### src/hdl/umds_consts.svh
/*
 * umds constants: bit positions, reset values and timing counts for the
 * multidrop, special character, infrared and sleep block.
 * assumes: included by bare name from the design files.
 */
`ifndef UMDS_CONSTS_SVH
`define UMDS_CONSTS_SVH

// ==========================================
// register bit positions
`define UMDS_EFR_UNLOCK_BIT   4
`define UMDS_EFR_SPECIAL_BIT  5
`define UMDS_MSRW_MDROP_BIT   6
`define UMDS_MSRW_IRDA11_BIT  7
`define UMDS_MCR_IR_BIT       6
`define UMDS_IER_SLEEP_BIT    4
`define UMDS_FCR_WAKE_BIT     3
`define UMDS_ISR_SPECIAL_BIT  4

// ==========================================
// infrared pulse widths in sixteenths of a bit
`define UMDS_IR10_SIXTEENTHS  4'h3
`define UMDS_IR11_SIXTEENTHS  4'h4

// ==========================================
// reset values
`define UMDS_RST_BYTE         8'h00
`define UMDS_RST_TICK         4'h0

`endif

### src/hdl/umds_pkg.sv
/*
 * umds package: types shared by the block and its output buffer.
 * assumes: nothing beyond the constants header.
 */
package umds_pkg;

    // ==========================================
    // received character with its tags
    typedef struct packed {
        logic [7:0] data;
        logic       parity_tag;
        logic       special;
    } umds_char_t;

    // ==========================================
    // power states
    typedef enum logic [1:0] {
        UMDS_AWAKE  = 2'b00,
        UMDS_ASLEEP = 2'b01
    } umds_pwr_t;

endpackage

### src/hdl/umds_core.sv
/*
 * umds_core: special character detect, normal and automatic multidrop
 * filtering, infrared encode/decode, sleep with wake-up and power-save.
 * assumes: framing, fifos and register map sit outside; received characters
 * arrive as a one-cycle strobe with data and parity bit; tx bit stream and
 * a 16x sample tick come from the baud generator on this clock.
 */
// Operation
// [RULE_01] special enable compares, still stores match
// [RULE_02] match sets special flag in status
// [RULE_03] compare only configured word length bits
// [RULE_04] normal multidrop: mdrop bit, unlock, no special
// [RULE_05] host forces parity zero for addresses; the core takes parity one as address
// [RULE_06] disabled: drop data, flag address, store
// [RULE_07] enabled: accept data, interrupt on address
// [RULE_08] host enables receiver on own address
// [RULE_09] auto address: mdrop and special set
// [RULE_10] auto: discard until matching address
// [RULE_11] match enables receiver, stores, interrupts
// [RULE_12] receiving: mismatch disables, match stored
// [RULE_13] infrared enable, 3/16 high pulse per zero
// [RULE_14] irda 1.1 uses quarter-bit pulse
// [RULE_15] infrared rx idles low, pulses decoded
// [RULE_16] sleep only when idle, enabled, quiet
// [RULE_17] wake on start, tx write, modem change
// [RULE_18] return to sleep once serviced
// [RULE_19] cycle sleep until enable cleared
// [RULE_20] power-save isolates host bus when asleep
// [RULE_21] power-save wakes only on rx, modem
// [RULE_22] wake interrupt enable, off after reset
// [RULE_23] wake interrupt held until status read
`timescale 1ns/1ns
`include "umds_consts.svh"

module umds_core
    import umds_pkg::*;
(
    input  wire logic       clk_i,
    input  wire logic       srst_i,
    // configuration
    input  wire logic [7:0] enhanced_feature_reg_i,
    input  wire logic [7:0] modem_status_wr_i,
    input  wire logic [7:0] modem_control_reg_i,
    input  wire logic [7:0] interrupt_enable_reg_i,
    input  wire logic [7:0] fifo_control_reg_i,
    input  wire logic [1:0] word_length_i,
    input  wire logic [7:0] slave_address_char_i,
    input  wire logic       rx_enable_sw_i,
    input  wire logic       rx_disable_sw_i,
    // receiver character strobe
    input  wire logic       char_valid_i,
    input  wire logic [7:0] char_data_i,
    input  wire logic       char_parity_i,
    output logic            fifo_valid_o,
    input  wire logic       fifo_ready_i,
    output umds_char_t      fifo_data_o,
    output logic            special_flag_o,
    input  wire logic       isr_read_i,
    output logic            line_status_irq_o,
    output logic            rx_enabled_o,
    // serial line
    input  wire logic       rx_pin_i,
    output logic            rx_serial_o,
    input  wire logic       tx_bit_i,
    input  wire logic       tick16_i,
    output logic            tx_pin_o,
    // sleep
    input  wire logic       irq_pending_i,
    input  wire logic       modem_delta_i,
    input  wire logic [3:0] modem_in_i,
    input  wire logic       divisor_zero_i,
    input  wire logic       fifos_empty_i,
    input  wire logic       thr_write_i,
    input  wire logic       power_save_pin_i,
    input  wire logic       bus_strobe_i,
    output logic            bus_strobe_o,
    output logic            sleeping_o,
    output logic            wake_irq_o
);

    typedef struct packed {
        logic [1:0] rx_sync;
        logic [1:0] ps_sync;
        logic [3:0] mdm_s1;
        logic [3:0] mdm_s2;
        logic [3:0] mdm_prev;
        logic       rx_prev;
        logic       rx_en;
        logic       special;
        logic       ls_irq;
        logic [3:0] tick;
        logic       tx_out;
        logic       rx_dec;
        umds_pwr_t  pwr;
        logic       wake_irq;
        logic       bus_strobe;
    } umds_st_t;

    umds_st_t   st;
    umds_st_t   next_st;
    logic       in_valid;
    logic       in_ready;
    umds_char_t in_data;

    function automatic logic [7:0] wl_mask(input logic [1:0] wl);
        wl_mask = 8'hff >> (3'd3 - {1'b0, wl});
    endfunction

    logic unlock;
    logic special_en;
    logic mdrop_norm;
    logic mdrop_auto;
    logic ir_en;
    logic ir11;
    logic match;
    logic is_addr;
    logic rx_idle;
    logic rx_fall;
    logic mdm_change;
    logic sleep_ok;
    logic [3:0] width;

    always_comb begin
        unlock     = enhanced_feature_reg_i[`UMDS_EFR_UNLOCK_BIT];
        special_en = enhanced_feature_reg_i[`UMDS_EFR_SPECIAL_BIT];
        // [RULE_04] normal multidrop select
        mdrop_norm = modem_status_wr_i[`UMDS_MSRW_MDROP_BIT] && unlock && !special_en;
        // [RULE_09] auto address select
        mdrop_auto = modem_status_wr_i[`UMDS_MSRW_MDROP_BIT] && unlock && special_en;
        ir_en      = modem_control_reg_i[`UMDS_MCR_IR_BIT];
        ir11       = modem_status_wr_i[`UMDS_MSRW_IRDA11_BIT] && unlock;
        // [RULE_03] word length compare
        match      = ((char_data_i ^ slave_address_char_i) & wl_mask(word_length_i)) == 8'h00;
        is_addr    = char_parity_i;
        // [RULE_15] idle level per mode
        rx_idle    = ir_en ? !st.rx_sync[1] : st.rx_sync[1];
        rx_fall    = ir_en ? (st.rx_sync[1] && !st.rx_prev) : (!st.rx_sync[1] && st.rx_prev);
        mdm_change = st.mdm_s2 != st.mdm_prev;
        // [RULE_16] sleep entry conditions
        sleep_ok   = !irq_pending_i && interrupt_enable_reg_i[`UMDS_IER_SLEEP_BIT]
                     && !modem_delta_i && rx_idle && !divisor_zero_i && fifos_empty_i
                     && !st.wake_irq && !st.ls_irq && !st.special;
        // [RULE_14] pulse width select
        width      = ir11 ? `UMDS_IR11_SIXTEENTHS : `UMDS_IR10_SIXTEENTHS;
    end

    // ==========================================
    // receive filtering
    always_comb begin
        next_st       = st;
        in_valid      = 1'b0;
        in_data       = '0;
        in_data.data  = char_data_i;
        in_data.parity_tag = char_parity_i;
        in_data.special    = special_en && match;
        next_st.rx_sync = {st.rx_sync[0], rx_pin_i};
        next_st.ps_sync = {st.ps_sync[0], power_save_pin_i};
        next_st.mdm_s1  = modem_in_i;
        next_st.mdm_s2  = st.mdm_s1;
        next_st.mdm_prev = st.mdm_s2;
        next_st.rx_prev = st.rx_sync[1];
        if (rx_enable_sw_i) begin
            next_st.rx_en = 1'b1;
        end else if (rx_disable_sw_i) begin
            next_st.rx_en = 1'b0;
        end
        if (isr_read_i) begin
            next_st.special  = 1'b0;
            next_st.ls_irq   = 1'b0;
            next_st.wake_irq = 1'b0;
        end
        if (char_valid_i) begin
            if (mdrop_auto) begin
                // [RULE_10] discard until address match
                if (is_addr && match) begin
                    // [RULE_11] enable, store, interrupt
                    next_st.rx_en  = 1'b1;
                    in_valid       = 1'b1;
                    next_st.ls_irq = 1'b1;
                end else if (is_addr) begin
                    // [RULE_12] mismatch disables receiver
                    next_st.rx_en = 1'b0;
                end else begin
                    in_valid = st.rx_en;
                end
            end else if (mdrop_norm) begin
                // [RULE_06] address flagged and stored
                if (is_addr) begin
                    in_valid       = 1'b1;
                    // [RULE_07] interrupt on every address
                    next_st.ls_irq = 1'b1;
                end else begin
                    in_valid = st.rx_en;
                end
            end else begin
                // [RULE_01] match still stored
                in_valid = 1'b1;
                if (special_en && match) begin
                    // [RULE_02] special flag set wins
                    next_st.special = 1'b1;
                end
            end
        end
        // infrared encoder
        if (tick16_i) begin
            next_st.tick = st.tick + 4'h1;
        end
        // [RULE_13] high pulse for zero bits
        next_st.tx_out = ir_en ? (!tx_bit_i && st.tick < width) : tx_bit_i;
        // [RULE_15] light pulse returns zero bit
        next_st.rx_dec = ir_en ? !st.rx_sync[1] : st.rx_sync[1];
        // sleep control
        case (st.pwr)
            UMDS_AWAKE: begin
                // [RULE_19] re-enter while enabled
                if (sleep_ok && !char_valid_i && !thr_write_i) begin
                    next_st.pwr = UMDS_ASLEEP;
                end
            end
            UMDS_ASLEEP: begin
                // [RULE_17] wake events
                // [RULE_21] power-save wake sources
                if (rx_fall || mdm_change || (thr_write_i && !st.ps_sync[1])
                    || !interrupt_enable_reg_i[`UMDS_IER_SLEEP_BIT]) begin
                    next_st.pwr = UMDS_AWAKE;
                    // [RULE_23] wake interrupt
                    if (fifo_control_reg_i[`UMDS_FCR_WAKE_BIT]) begin
                        next_st.wake_irq = 1'b1;
                    end
                end
            end
            default: next_st.pwr = UMDS_AWAKE;
        endcase
        // [RULE_22] wake interrupt gated by enable
        if (!fifo_control_reg_i[`UMDS_FCR_WAKE_BIT]) begin
            next_st.wake_irq = 1'b0;
        end
        // [RULE_20] isolate bus strobes
        next_st.bus_strobe = bus_strobe_i && !(st.ps_sync[1] && st.pwr == UMDS_ASLEEP);
    end

    // [RULE_18] automatic return via sleep_ok
    always_ff @(posedge clk_i) begin
        if (srst_i) begin
            st          <= '0;
            st.rx_sync  <= 2'b11;
            st.rx_prev  <= 1'b1;
            st.tx_out   <= 1'b1;
            st.rx_dec   <= 1'b1;
            st.pwr      <= UMDS_AWAKE;
        end else begin
            st <= next_st;
        end
    end

    umds_buf u_buf (
        .clk_i       (clk_i),
        .srst_i      (srst_i),
        .in_valid_i  (in_valid),
        .in_ready_o  (in_ready),
        .in_data_i   (in_data),
        .out_valid_o (fifo_valid_o),
        .out_ready_i (fifo_ready_i),
        .out_data_o  (fifo_data_o)
    );

    assign special_flag_o    = st.special;
    assign line_status_irq_o = st.ls_irq;
    assign rx_enabled_o      = st.rx_en;
    assign rx_serial_o       = st.rx_dec;
    assign tx_pin_o          = st.tx_out;
    assign sleeping_o        = st.pwr == UMDS_ASLEEP;
    assign wake_irq_o        = st.wake_irq;
    assign bus_strobe_o      = st.bus_strobe;

    // ==========================================
    // assertions
    property p_special;
        @(posedge clk_i) disable iff (srst_i)
        (char_valid_i && special_en && !mdrop_auto && !mdrop_norm && match) |=> st.special;
    endproperty
    a_special: assert property (p_special) else $error("special flag missed"); // [RULE_02]

    property p_auto_drop;
        @(posedge clk_i) disable iff (srst_i)
        (char_valid_i && mdrop_auto && is_addr && !match) |=> !st.rx_en || $past(rx_enable_sw_i);
    endproperty
    a_auto_drop: assert property (p_auto_drop) else $error("mismatch kept rx on"); // [RULE_12]

    property p_auto_match;
        @(posedge clk_i) disable iff (srst_i)
        (char_valid_i && mdrop_auto && is_addr && match) |=> st.ls_irq && st.rx_en;
    endproperty
    a_auto_match: assert property (p_auto_match) else $error("match not taken"); // [RULE_11]

    property p_norm_irq;
        @(posedge clk_i) disable iff (srst_i)
        (char_valid_i && mdrop_norm && is_addr) |=> st.ls_irq;
    endproperty
    a_norm_irq: assert property (p_norm_irq) else $error("address no irq"); // [RULE_06]

    property p_no_sleep_irq;
        @(posedge clk_i) disable iff (srst_i)
        (st.pwr == UMDS_AWAKE && irq_pending_i) |=> st.pwr == UMDS_AWAKE;
    endproperty
    a_no_sleep_irq: assert property (p_no_sleep_irq) else $error("slept with irq"); // [RULE_16]

    property p_wake;
        @(posedge clk_i) disable iff (srst_i)
        (st.pwr == UMDS_ASLEEP && mdm_change) |=> st.pwr == UMDS_AWAKE;
    endproperty
    a_wake: assert property (p_wake) else $error("no wake on modem change"); // [RULE_17]

    property p_isolate;
        @(posedge clk_i) disable iff (srst_i)
        (st.ps_sync[1] && st.pwr == UMDS_ASLEEP) |=> !st.bus_strobe;
    endproperty
    a_isolate: assert property (p_isolate) else $error("bus not isolated"); // [RULE_20]

    property p_wake_off;
        @(posedge clk_i) disable iff (srst_i)
        !fifo_control_reg_i[`UMDS_FCR_WAKE_BIT] |=> !st.wake_irq;
    endproperty
    a_wake_off: assert property (p_wake_off) else $error("wake irq while disabled"); // [RULE_22]

    property p_no_loss;
        @(posedge clk_i) disable iff (srst_i)
        in_valid |-> in_ready;
    endproperty
    a_no_loss: assert property (p_no_loss) else $error("stored character lost"); // [RULE_01]

    c_sleep: cover property (@(posedge clk_i) st.pwr == UMDS_ASLEEP);
    c_auto: cover property (@(posedge clk_i) char_valid_i && mdrop_auto && match);
    c_wake: cover property (@(posedge clk_i) st.wake_irq);

endmodule // umds_core

### src/hdl/umds_buf.sv
/*
 * umds_buf: two-entry valid/ready buffer for received characters.
 * assumes: single clock, synchronous reset.
 */
`timescale 1ns/1ns
`include "umds_consts.svh"

module umds_buf
    import umds_pkg::*;
(
    input  wire logic       clk_i,
    input  wire logic       srst_i,
    input  wire logic       in_valid_i,
    output logic            in_ready_o,
    input  umds_char_t      in_data_i,
    output logic            out_valid_o,
    input  wire logic       out_ready_i,
    output umds_char_t      out_data_o
);

    typedef struct packed {
        umds_char_t  [1:0] mem;
        logic        [1:0] cnt;
        logic              rd;
    } umds_buf_st_t;

    umds_buf_st_t st;
    umds_buf_st_t next_st;
    logic         push;
    logic         pop;

    // ==========================================
    // pointer and count update
    always_comb begin
        next_st = st;
        push    = in_valid_i && ((st.cnt != 2'd2) || out_ready_i);
        pop     = (st.cnt != 2'd0) && out_ready_i;
        if (push) begin
            next_st.mem[st.rd ^ st.cnt[0]] = in_data_i;
        end
        if (pop) begin
            next_st.rd = ~st.rd;
        end
        next_st.cnt = 2'(st.cnt + {1'b0, push} - {1'b0, pop});
    end

    always_ff @(posedge clk_i) begin
        if (srst_i) begin
            st <= '0;
        end else begin
            st <= next_st;
        end
    end

    assign in_ready_o  = (st.cnt != 2'd2) || out_ready_i;
    assign out_valid_o = (st.cnt != 2'd0);
    assign out_data_o  = st.mem[st.rd];

    property p_buf_range;
        @(posedge clk_i) disable iff (srst_i)
        st.cnt != 2'd3;
    endproperty
    a_buf_range: assert property (p_buf_range) else $error("buffer count out of range");

    property p_buf_hold;
        @(posedge clk_i) disable iff (srst_i)
        (st.cnt == 2'd2 && !out_ready_i) |=> st.cnt == 2'd2;
    endproperty
    a_buf_hold: assert property (p_buf_hold) else $error("full buffer lost a word");

endmodule // umds_buf

### config.mk
export PLATFORM = sky130hd
export DESIGN_NAME = umds_core
export DESIGN_NICKNAME = d
export VERILOG_FILES = /design/src/hdl/umds_pkg.sv /design/src/hdl/umds_core.sv /design/src/hdl/umds_buf.sv
export VERILOG_INCLUDE_DIRS = /design/src /design/src/hdl
export SDC_FILE = /design/constraint.sdc
export NUM_CORES = 1
export LEC_CHECK = 0
export ABC_AREA = 1
export ABC_CLOCK_PERIOD_IN_PS = 1700
export BUFFER_PORTS_ARGS = -buffer_cell sky130_fd_sc_hd__buf_4
export CORE_MARGIN = 2
export CORE_UTILIZATION = 42
export CTS_BUF_LIST = sky130_fd_sc_hd__clkbuf_4 sky130_fd_sc_hd__clkbuf_8
export DETAILED_ROUTE_END_ITERATION = 7
export MAX_ROUTING_LAYER = met4
export PLACE_DENSITY_LB_ADDON = 0.2
export SETUP_SLACK_MARGIN = 0.4
export SYNTH_ARGS = -nofsm -noshare
export SYNTH_HDL_FRONTEND = slang
export SYNTH_SLANG_ARGS = --single-unit
### constraint.sdc
create_clock -name clk_i -period 1.7 [get_ports clk_i]
set_input_delay 0.17 -clock clk_i [delete_from_list [all_inputs] [get_ports clk_i]]
set_output_delay 0.17 -clock clk_i [all_outputs]
set_load 0.1 [all_outputs]
Word level (Yosys, flattened, before mapping)
Cells that the tools add are included.
Word-level totals
  bits in registers: 53
  input bits: 80
  output and inout bits: 19
  logic and storage cells: 126
Cells by class
  $add $sub $neg: 4
  order comparisons: 4
  equal/unequal tests: 5
  shifts and indexed selects: 1
  mux-type cells: 35
  bitwise operators: 5
  reductions and logical operators: 49
Operators with widths (number)
  $mux W10: 3
  $logic_and A1 B1 Y1: 25
  $mux W1: 24
  $bwmux W20: 1
  $logic_not A1 Y1: 15
  $demux W10 S1: 1
  $mux W3: 3
  $and A8 B8 Y8: 1
  $logic_not A8 Y1: 1
  $shr A8 B3 Y8 const A: 1
  $xor A8 B8 Y8: 1
  $add A4 B1 Y4 const B: 1
  $logic_or A1 B1 Y1: 4
  $lt A1 B2 Y1 const B: 2
  $lt A4 B3 Y1: 1
  $mux W2: 2
  $ne A2 B2 Y1 const B: 2
  $ne A4 B4 Y1: 1
  $pmux W2 S2: 1
  $sub A2 B2 Y3 const A: 1
  $add A2 B1 Y2: 1
  $eq A2 B1 Y1 const B: 1
  $logic_not A2 Y1: 1
  $ne A2 B1 Y1 const B: 1
  other kinds (7): 8

Logic depth before layout (Yosys ltp)
Gate-level depths: netlist (run 1).
  depth after elaboration: 13
  depth in mapped cells: 11
  mapped depth without buffers: 11

By module
From an unflattened synthesis (run 1), not the netlist that was laid out.
Second synthesis, totals
  cells, all modules: 398
  area total of the unflattened synthesis: 2676.3 um^2
Modules (own cells, without submodules)
  umds_buf: times used 1, cells each 212, area each 1340.0 um^2, seq. area each 460.4 um^2
  umds_core: times used 1, cells each 186, area each 1336.3 um^2, seq. area each 580.6 um^2

Least setup slack after synthesis (run 1)
Ideal clock, no wire load.
  path kind: register to output
  start point: register u_buf.st[0] (netlist bit)
  end point: output fifo_data_o[0] (netlist bit)
  arrival: 2649 ps
  required time: 1530 ps
  path slack: -1119 ps
  cell stages (with the launch flop): 3
  path buffers: 1
  path through: dfxtp_1 > clkbuf_1 > o21ai_0
RTL lines
  from (decl): line umds_buf.sv:27  | umds_buf_st_t st;
  from (signal assigned): line umds_buf.sv:51  | st <= next_st;
  to (decl): line umds_core.sv:56  | output umds_char_t fifo_data_o,

Final worst setup path (run 1)
  start point: register u_buf.st[1] (netlist bit)
  end point: register u_buf.st[2] (netlist bit)
On the way
  elaborated cells between the ends (all ways): 7
  classes of those cells: add/sub: 2; eq/ne: 1; reduce/logical: 4
RTL lines
  $reduce_bool A2 Y1: line umds_buf.sv:37  | pop = (st.cnt != 2'd0) && out_ready_i;
  $logic_and A1 B1 Y1: line umds_buf.sv:37
  net u_buf.pop: line umds_buf.sv:30  | logic pop;
  $sub A2 B1 Y2: line umds_buf.sv:44  | next_st.cnt = 2'(st.cnt + {1'b0, push} - {1'b0, pop});
The timed path passes the listed nets, and every way through them passes these cells.
A chain may end at the register's enable or synchronous reset.

==> results of run 1 <==
## final timing paths
path	from	end	slack, ps	cells past startpoint
setup reg to reg	u_buf.st[1]	u_buf.st[2]	260	10
setup / recovery	u_buf.st[1]	u_buf.st[2]	260	10
hold / removal	rx_pin_i	next_st[29]	40	2
hold reg to reg	next_st[19]	next_st[15]	410	2
## power breakdown
group          internal [mW]  switching [mW]
sequential              1.43           0.134
combinational           1.33            1.95
clock                  0.293           0.416
total                   3.06            2.50
## metrics by stage
stage	std cells	hold slack [ps]	cell area (sq um)	util	setup WS [ps]
floorplan	387	274	2760	-	-103
global placement	520	359	3320	0.557	109
detailed placement	520	360	3320	0.557	103
CTS	542	36.4	3790	0.637	256
global route	544	25.7	3890	0.654	177
finish	544	40.7	3890	0.654	262
## worst reg2reg max path, delay by kind of cell (launching register included)
| kind | cells | cell delay [ps] |
|---|---|---|
| buf+inv | 3 | 150 |
| simple gates | 2 | 90 |
| flops | 1 | 370 |
| xor+xnor | 1 | 140 |
| compound gates | 2 | 160 |
| fa+ha+maj | 2 | 420 |
## repair_timing
item | 4_1_cts | 5_1_grt
resized for setup | 53 | 19
endpoints found under the hold margin | 0 | 0
buffers inserted | 10 | 1
endpoints found under the setup margin | 33 | 34
gates cloned | 4 | 1
pin swaps | 9 | 8
## sequential cells by signal, indices dropped and copies added, names as in the netlist
name	cells
bus_strobe_o	1
special_flag_o	1
tx_pin_o	1
next_st	11
line_status_irq_o	1
st	11
wake_irq_o	1
rx_serial_o	1
rx_enabled_o	1
u_buf.st	23
## per-layer routing
| layer | share of wire | up-vias |
|---|---|---|
| li1 | - | 1340 |
| met1 | 0.44 | 1110 |
| met2 | 0.50 | 71 |
| met3 | 0.049 | 7 |
| met4 | 0.0097 | 0 |
| met5 | 0 | - |
## layout by cell type (no fill, tap or decap), types with 5 or more instances in the layout
| master | instances |
|---|---|
| buf_4 | 69 |
| o21ai_0 | 5 |
| nand3_1 | 8 |
| dfxtp_1 | 45 |
| buf_12 | 12 |
| nand2_4 | 5 |
| or2_2 | 6 |
| nor2_1 | 46 |
| o21ai_4 | 10 |
| nand4_1 | 22 |
| nand2_2 | 9 |
| inv_2 | 6 |
| clkbuf_8 | 5 |
| inv_1 | 77 |
| a21oi_1 | 13 |
| nand2_1 | 82 |
## layout make-up
class                           count  share of cell area
Clock buffer                        5              0.0177
Tap cell                           75              0.0241
Timing Repair Buffer               86               0.224
Multi-Input combinational cell    236               0.370
Clock inverter                      3             0.00546
Sequential cell                    52               0.272
Inverter                           87              0.0865
## logic make-up (layout without fill, tap and decap cells)
| kind of cell | count (synthesis) | after routing | share of synthesized area |
|---|---|---|---|
| AO/OA/AOI/OAI | 33 | 33 | 0.0665 |
| XOR/XNOR | 6 | 6 | 0.0230 |
| adder cells (fa/ha/maj) | 5 | 5 | 0.0239 |
| buffers and inverters | 101 | 181 | 0.155 |
| flip-flops | 52 | 52 | 0.398 |
| AND/OR/NAND/NOR | 190 | 192 | 0.334 |
==> qor.yml, run 1 <==
layout:
  fillers: 529
  diodes: 0
  drive_above_1_share: 0.333
  multiInputGateArea_sq_um: 1440
  seq_area_sq_um: 1060
  fin_nets: 553
  area_delta_synth_final_pct: 48.8
sta:
  tns_ps: 0
  worst_slew_pin_slew_ps: 385
  rsz0062_at_grt: "yes"
  max_freq_mhz: 696
  period_needed_ps: 1440
  setup_viol: 0
  fin_crit_sh: 0.846
  finClkSkew_ps: 7.47
  report.final.slew_viol_count: 0
  slew_headroom: 0.742
  hold_violations: 0
place:
  io_buffers: 65
  gp_congestion: 0.801
  dp_hpwl_mm: 4.21
floorplanning:
  start_util: 0.439
  std_cell_rows: 28
  die_area_sq_um: 6880
  die_h_um: 82.9
  die-width_um: 82.9
  io_pins: 99
  coreArea_sq_um: 5960
cts:
  clkTransAtPathRegs_ps: 100
  clk_path_buf_depth: 2
  cts_max_level: 2
  clock_sinks: 52
  worstSkewPairLatency_ps: 310
  holdBufCountCts: 0
  numCtsBuffers: 5
  cts_tree: "built"
  root_buffer: "clkbuf_8"
grt:
  busiest_layer: "met2"
  use_met3: 0.0338
  grt_max_degree: 25
  grt_use_met1: 0.242
  met2_usage: 0.335
  grt_first_pass_wirelength_mm: 11.0
  antenna_found_initial: 0
  grt_pass1_vias: 2458
  overflow: 0
  grt_util_all_layers: 0.196
synth:
  syn_avg_cell_area_sq_um: 6.76
  synth.area.top_cells: "dfxtp_1 40%, nand2_1 13%, inv_1 12%, nor2_1 6.6%, nand4_1 5.3%"
  synthCells: 387
  synth_top_area_share: 0.398
  synth-seq-area-share: 0.398
  synth-edff-count: 0
  synth_area_sq_um: 2620
  synth_seq_cells: 52
  async_flop_share: 0
  synth.most_common_cell: "nand2_1"
  syn-num-nets: 472
  synth.distinct_cells: 32
  synthTopCellsByCount: "94 x nand2_1, 82 x inv_1, 52 x dfxtp_1, 46 x nor2_1, 22 x nand4_1"
  yosys.area.top_type: "dfxtp_1"
  synth_ff_type: "dfxtp_1"
  yosys_warnings: 0
routing:
  viasPerCell: 4.65
  drc: 0
  routed_wl_mm: 6.30
  first_iter_violations: 115
  vias: 2528
  post_drt_wl_per_cell_um: 11.6
  drt_pass1_iterations: 4
  drtAntennaViolNets: 0
pwr:
  ir_drop_mv: 1.30
  powerDensity_nw_per_um2: 1430
  leakage_nw: 1.94
  total_power_mw: 5.56
run:
  cap_violations: 0
critical_path:
  crit_required_ps: 1900
  slowest_delay_ps: 370
  cp-end-kind: "register"
  path_max_fanout: 3
  crit_buf_inv: 3
  critPathKind: "register to register"
  worstPathArrival_ps: 1630
  crit_path_top_delay_cell: "dfxtp_4"
  cp_top_family: "adder cells"
  startpoint_type: "register"
  path_cells: "inv_4 > nand2_4 > nand2_2 > inv_2 > ha_4 > inv_4 > ha_4 > xor2_2 > o21ai_1 > a21oi_1"
hold_path:
  hold_path.class: "primary input to register"
run_status:
  outcome: "completed"
(Power assumes the default switching activity.)
==> run 2, diff against run 1 <==
Settings changed: ABC_CLOCK_PERIOD_IN_PS 1700 to 1490.
Clock period 1.7 ns to 1.49 ns, I/O delays scaled along.
==> run 2 against run 1 <==
Against the previous run:
- maximum frequency shrank 0.97%
- non-clock buffer count rose by 7
- hold slack got worse by 22 ps
- wire length grew 8.9%
- utilization up 4.5 points
==> qor.yml, run 2 (synthesis results as in run 1) <==
run_status:
  outcome: "completed"
hold_path:
  hold_path.class: "primary input to register"
  min_from: "rx_pin_i"
floorplanning:
  die-width_um: 82.9  # unchanged
  die_area_sq_um: 6880  # unchanged
  std_cell_rows: 28  # unchanged
  die_h_um: 82.9  # unchanged
  coreArea_sq_um: 5960  # unchanged
  io_pins: 99  # unchanged
  start_util: 0.439  # unchanged
layout:
  diodes: 0  # unchanged
  drive_above_1_share: 0.378  # +0.0455
  fin_nets: 560  # +1.3%
  largest_reg_flops: 23  # unchanged
  finalInstanceArea_sq_um: 4160  # +6.9%
  area_delta_synth_final_pct: 59.0
  layout_common_cells: "81 x nand2_1, 72 x inv_1, 62 x buf_4"
  final_common_cell: "nand2_1"
  largest_register: "u_buf.st"
place:
  io_buffers: 65  # unchanged
  gp_congestion: 0.845  # +5.4%
  pre_cts_ws_ps: -105  # -208 ps
  dp_hpwl_mm: 4.45  # +5.8%
  placed_area_sq_um: 3450  # +4.0%
routing:
  routed_wl_mm: 6.87  # +8.9%
  post_drt_wl_per_cell_um: 12.5  # +7.6%
  vias: 2632  # +4.1%
  viasPerCell: 4.78  # +2.8%
  drtAntennaViolNets: 0  # unchanged
  drt_pass1_iterations: 4  # unchanged
  drc: 0  # unchanged
  first_iter_violations: 99  # -14%
grt:
  grt_first_pass_wirelength_mm: 11.2  # +2.4%
  overflow: 0  # unchanged
  antenna_found_initial: 0  # unchanged
  grt_max_degree: 24  # -4.0%
  grt_pass1_vias: 2586  # +5.2%
  grt_util_all_layers: 0.205  # +0.00885
cts:
  cts_tree: "built"
  holdBufCountCts: 0  # unchanged
  clock_sinks: 52  # unchanged
  clkTransAtPathRegs_ps: 100  # about the same
  numCtsBuffers: 5  # unchanged
  worstSkewPairLatency_ps: 310  # about the same
  root_buffer: "clkbuf_8"
  cts_max_level: 2  # unchanged
  clk_path_buf_depth: 2  # unchanged
critical_path:
  slowest_delay_ps: 380  # about the same
  crit_start: "u_buf.st[1]"
  worstPathArrival_ps: 1660  # +30 ps
  r2r-start: "u_buf.st[1]"
  crit_path_frequent_cell: "inv_4"
  cp-end-kind: "register"
  crit_path_top_delay_cell: "dfxtp_4"
  startpoint_type: "register"
  path_cells: "inv_4 > nand2_8 > nand2_4 > inv_4 > ha_4 > inv_4 > ha_4 > xor2_2 > o21ai_1 > a21oi_1"
  crit_required_ps: 1700  # -200 ps
  path_max_fanout: 3  # unchanged
  critPathKind: "register to register"
sta:
  worst_slew_pin_slew_ps: 364  # -20.9 ps
  setup_viol: 0  # unchanged
  hold_ws_ps: 18.8  # -22.0 ps
  fin_crit_sh: 0.974  # +0.129
  report.final.slew_viol_count: 0  # unchanged
  max_freq_mhz: 689  # -0.97%
  period_needed_ps: 1450  # +14.2 ps
  tns_ps: 0  # unchanged
  hold_violations: 0  # unchanged
  setup_ws_ps: 38.0  # -224 ps
  finClkSkew_ps: 6.37  # -1.10 ps
  slew_headroom: 0.757  # +0.0146
  rsz0062_at_grt: "yes"
pwr:
  powerDensity_nw_per_um2: 1610  # +13%
  ir_drop_mv: 1.15  # -12%
  leakage_nw: 2.11  # +8.8%
run:
  cap_violations: 0  # unchanged
==> run 2: cell types whose count changed in the layout (fill, tap and decap cells not counted), sizes merged <==
cell    before  now
buf         84   90
clkbuf       6    8
inv         88   87
==> run 2: timing repair <==
action,CTS,global route
pin swaps,7,25
gates resized for setup,67,55
setup endpoints to repair,40,45
buffers inserted,4,0
endpoints found under the hold margin,0,0
gates cloned,4,2
==> run 2: worst paths after layout <==
kind | slack (ps) | endpoint | depth (start not counted)
setup / recovery | 40 | u_buf.st[2] | 10
hold / removal | 20 | next_st[29] | 2
hold reg to reg | 410 | next_st[15] | 2
setup reg to reg | 40 | u_buf.st[2] | 10
==> run 2: final cells by class <==
type,instances,area (sq um)
fillers,490,1800
multi-input cells,236,1520
flip-flops and latches,52,1070
repair buffers,93,1040
inverters,87,339
well taps,75,93.8
clock buffers,6,76.3
clock inverters,2,16.3
==> run 2: stage by stage <==
step | power, mW | utilization | std cells
after floorplan | 4.00 | - | 387
after global placement | 4.62 | 0.580 | 533
after detailed placement | 4.67 | 0.580 | 533
after CTS | 6.44 | 0.663 | 549
after global routing | 7.09 | 0.699 | 551
final | 6.71 | 0.699 | 551
==> run 2: critical path, delay by kind of cell, from the launching register on <==
kind | cells | cell delay, ps
AO/OA/AOI/OAI | 2 | 160
adder cells (fa/ha/maj) | 2 | 410
XOR/XNOR | 1 | 140
AND/OR/NAND/NOR | 2 | 120
buffers and inverters | 3 | 150
flip-flops | 1 | 380
==> run 2: layer usage <==
layer  global-route usage  vias to the layer above  routed length (um)
met4               0.0790                        0                  97
met1                0.223                     1182                2680
met2                0.359                       82                3670
met5                    -                        -                   0
met3               0.0517                       10                 412
li1                     -                     1358                   -
==> run 2: where the power goes <==
group | internal (mW) | switching, mW
combinational | 1.72 | 2.33
sequential | 1.63 | 0.188
clock | 0.353 | 0.486
total | 3.71 | 3.00
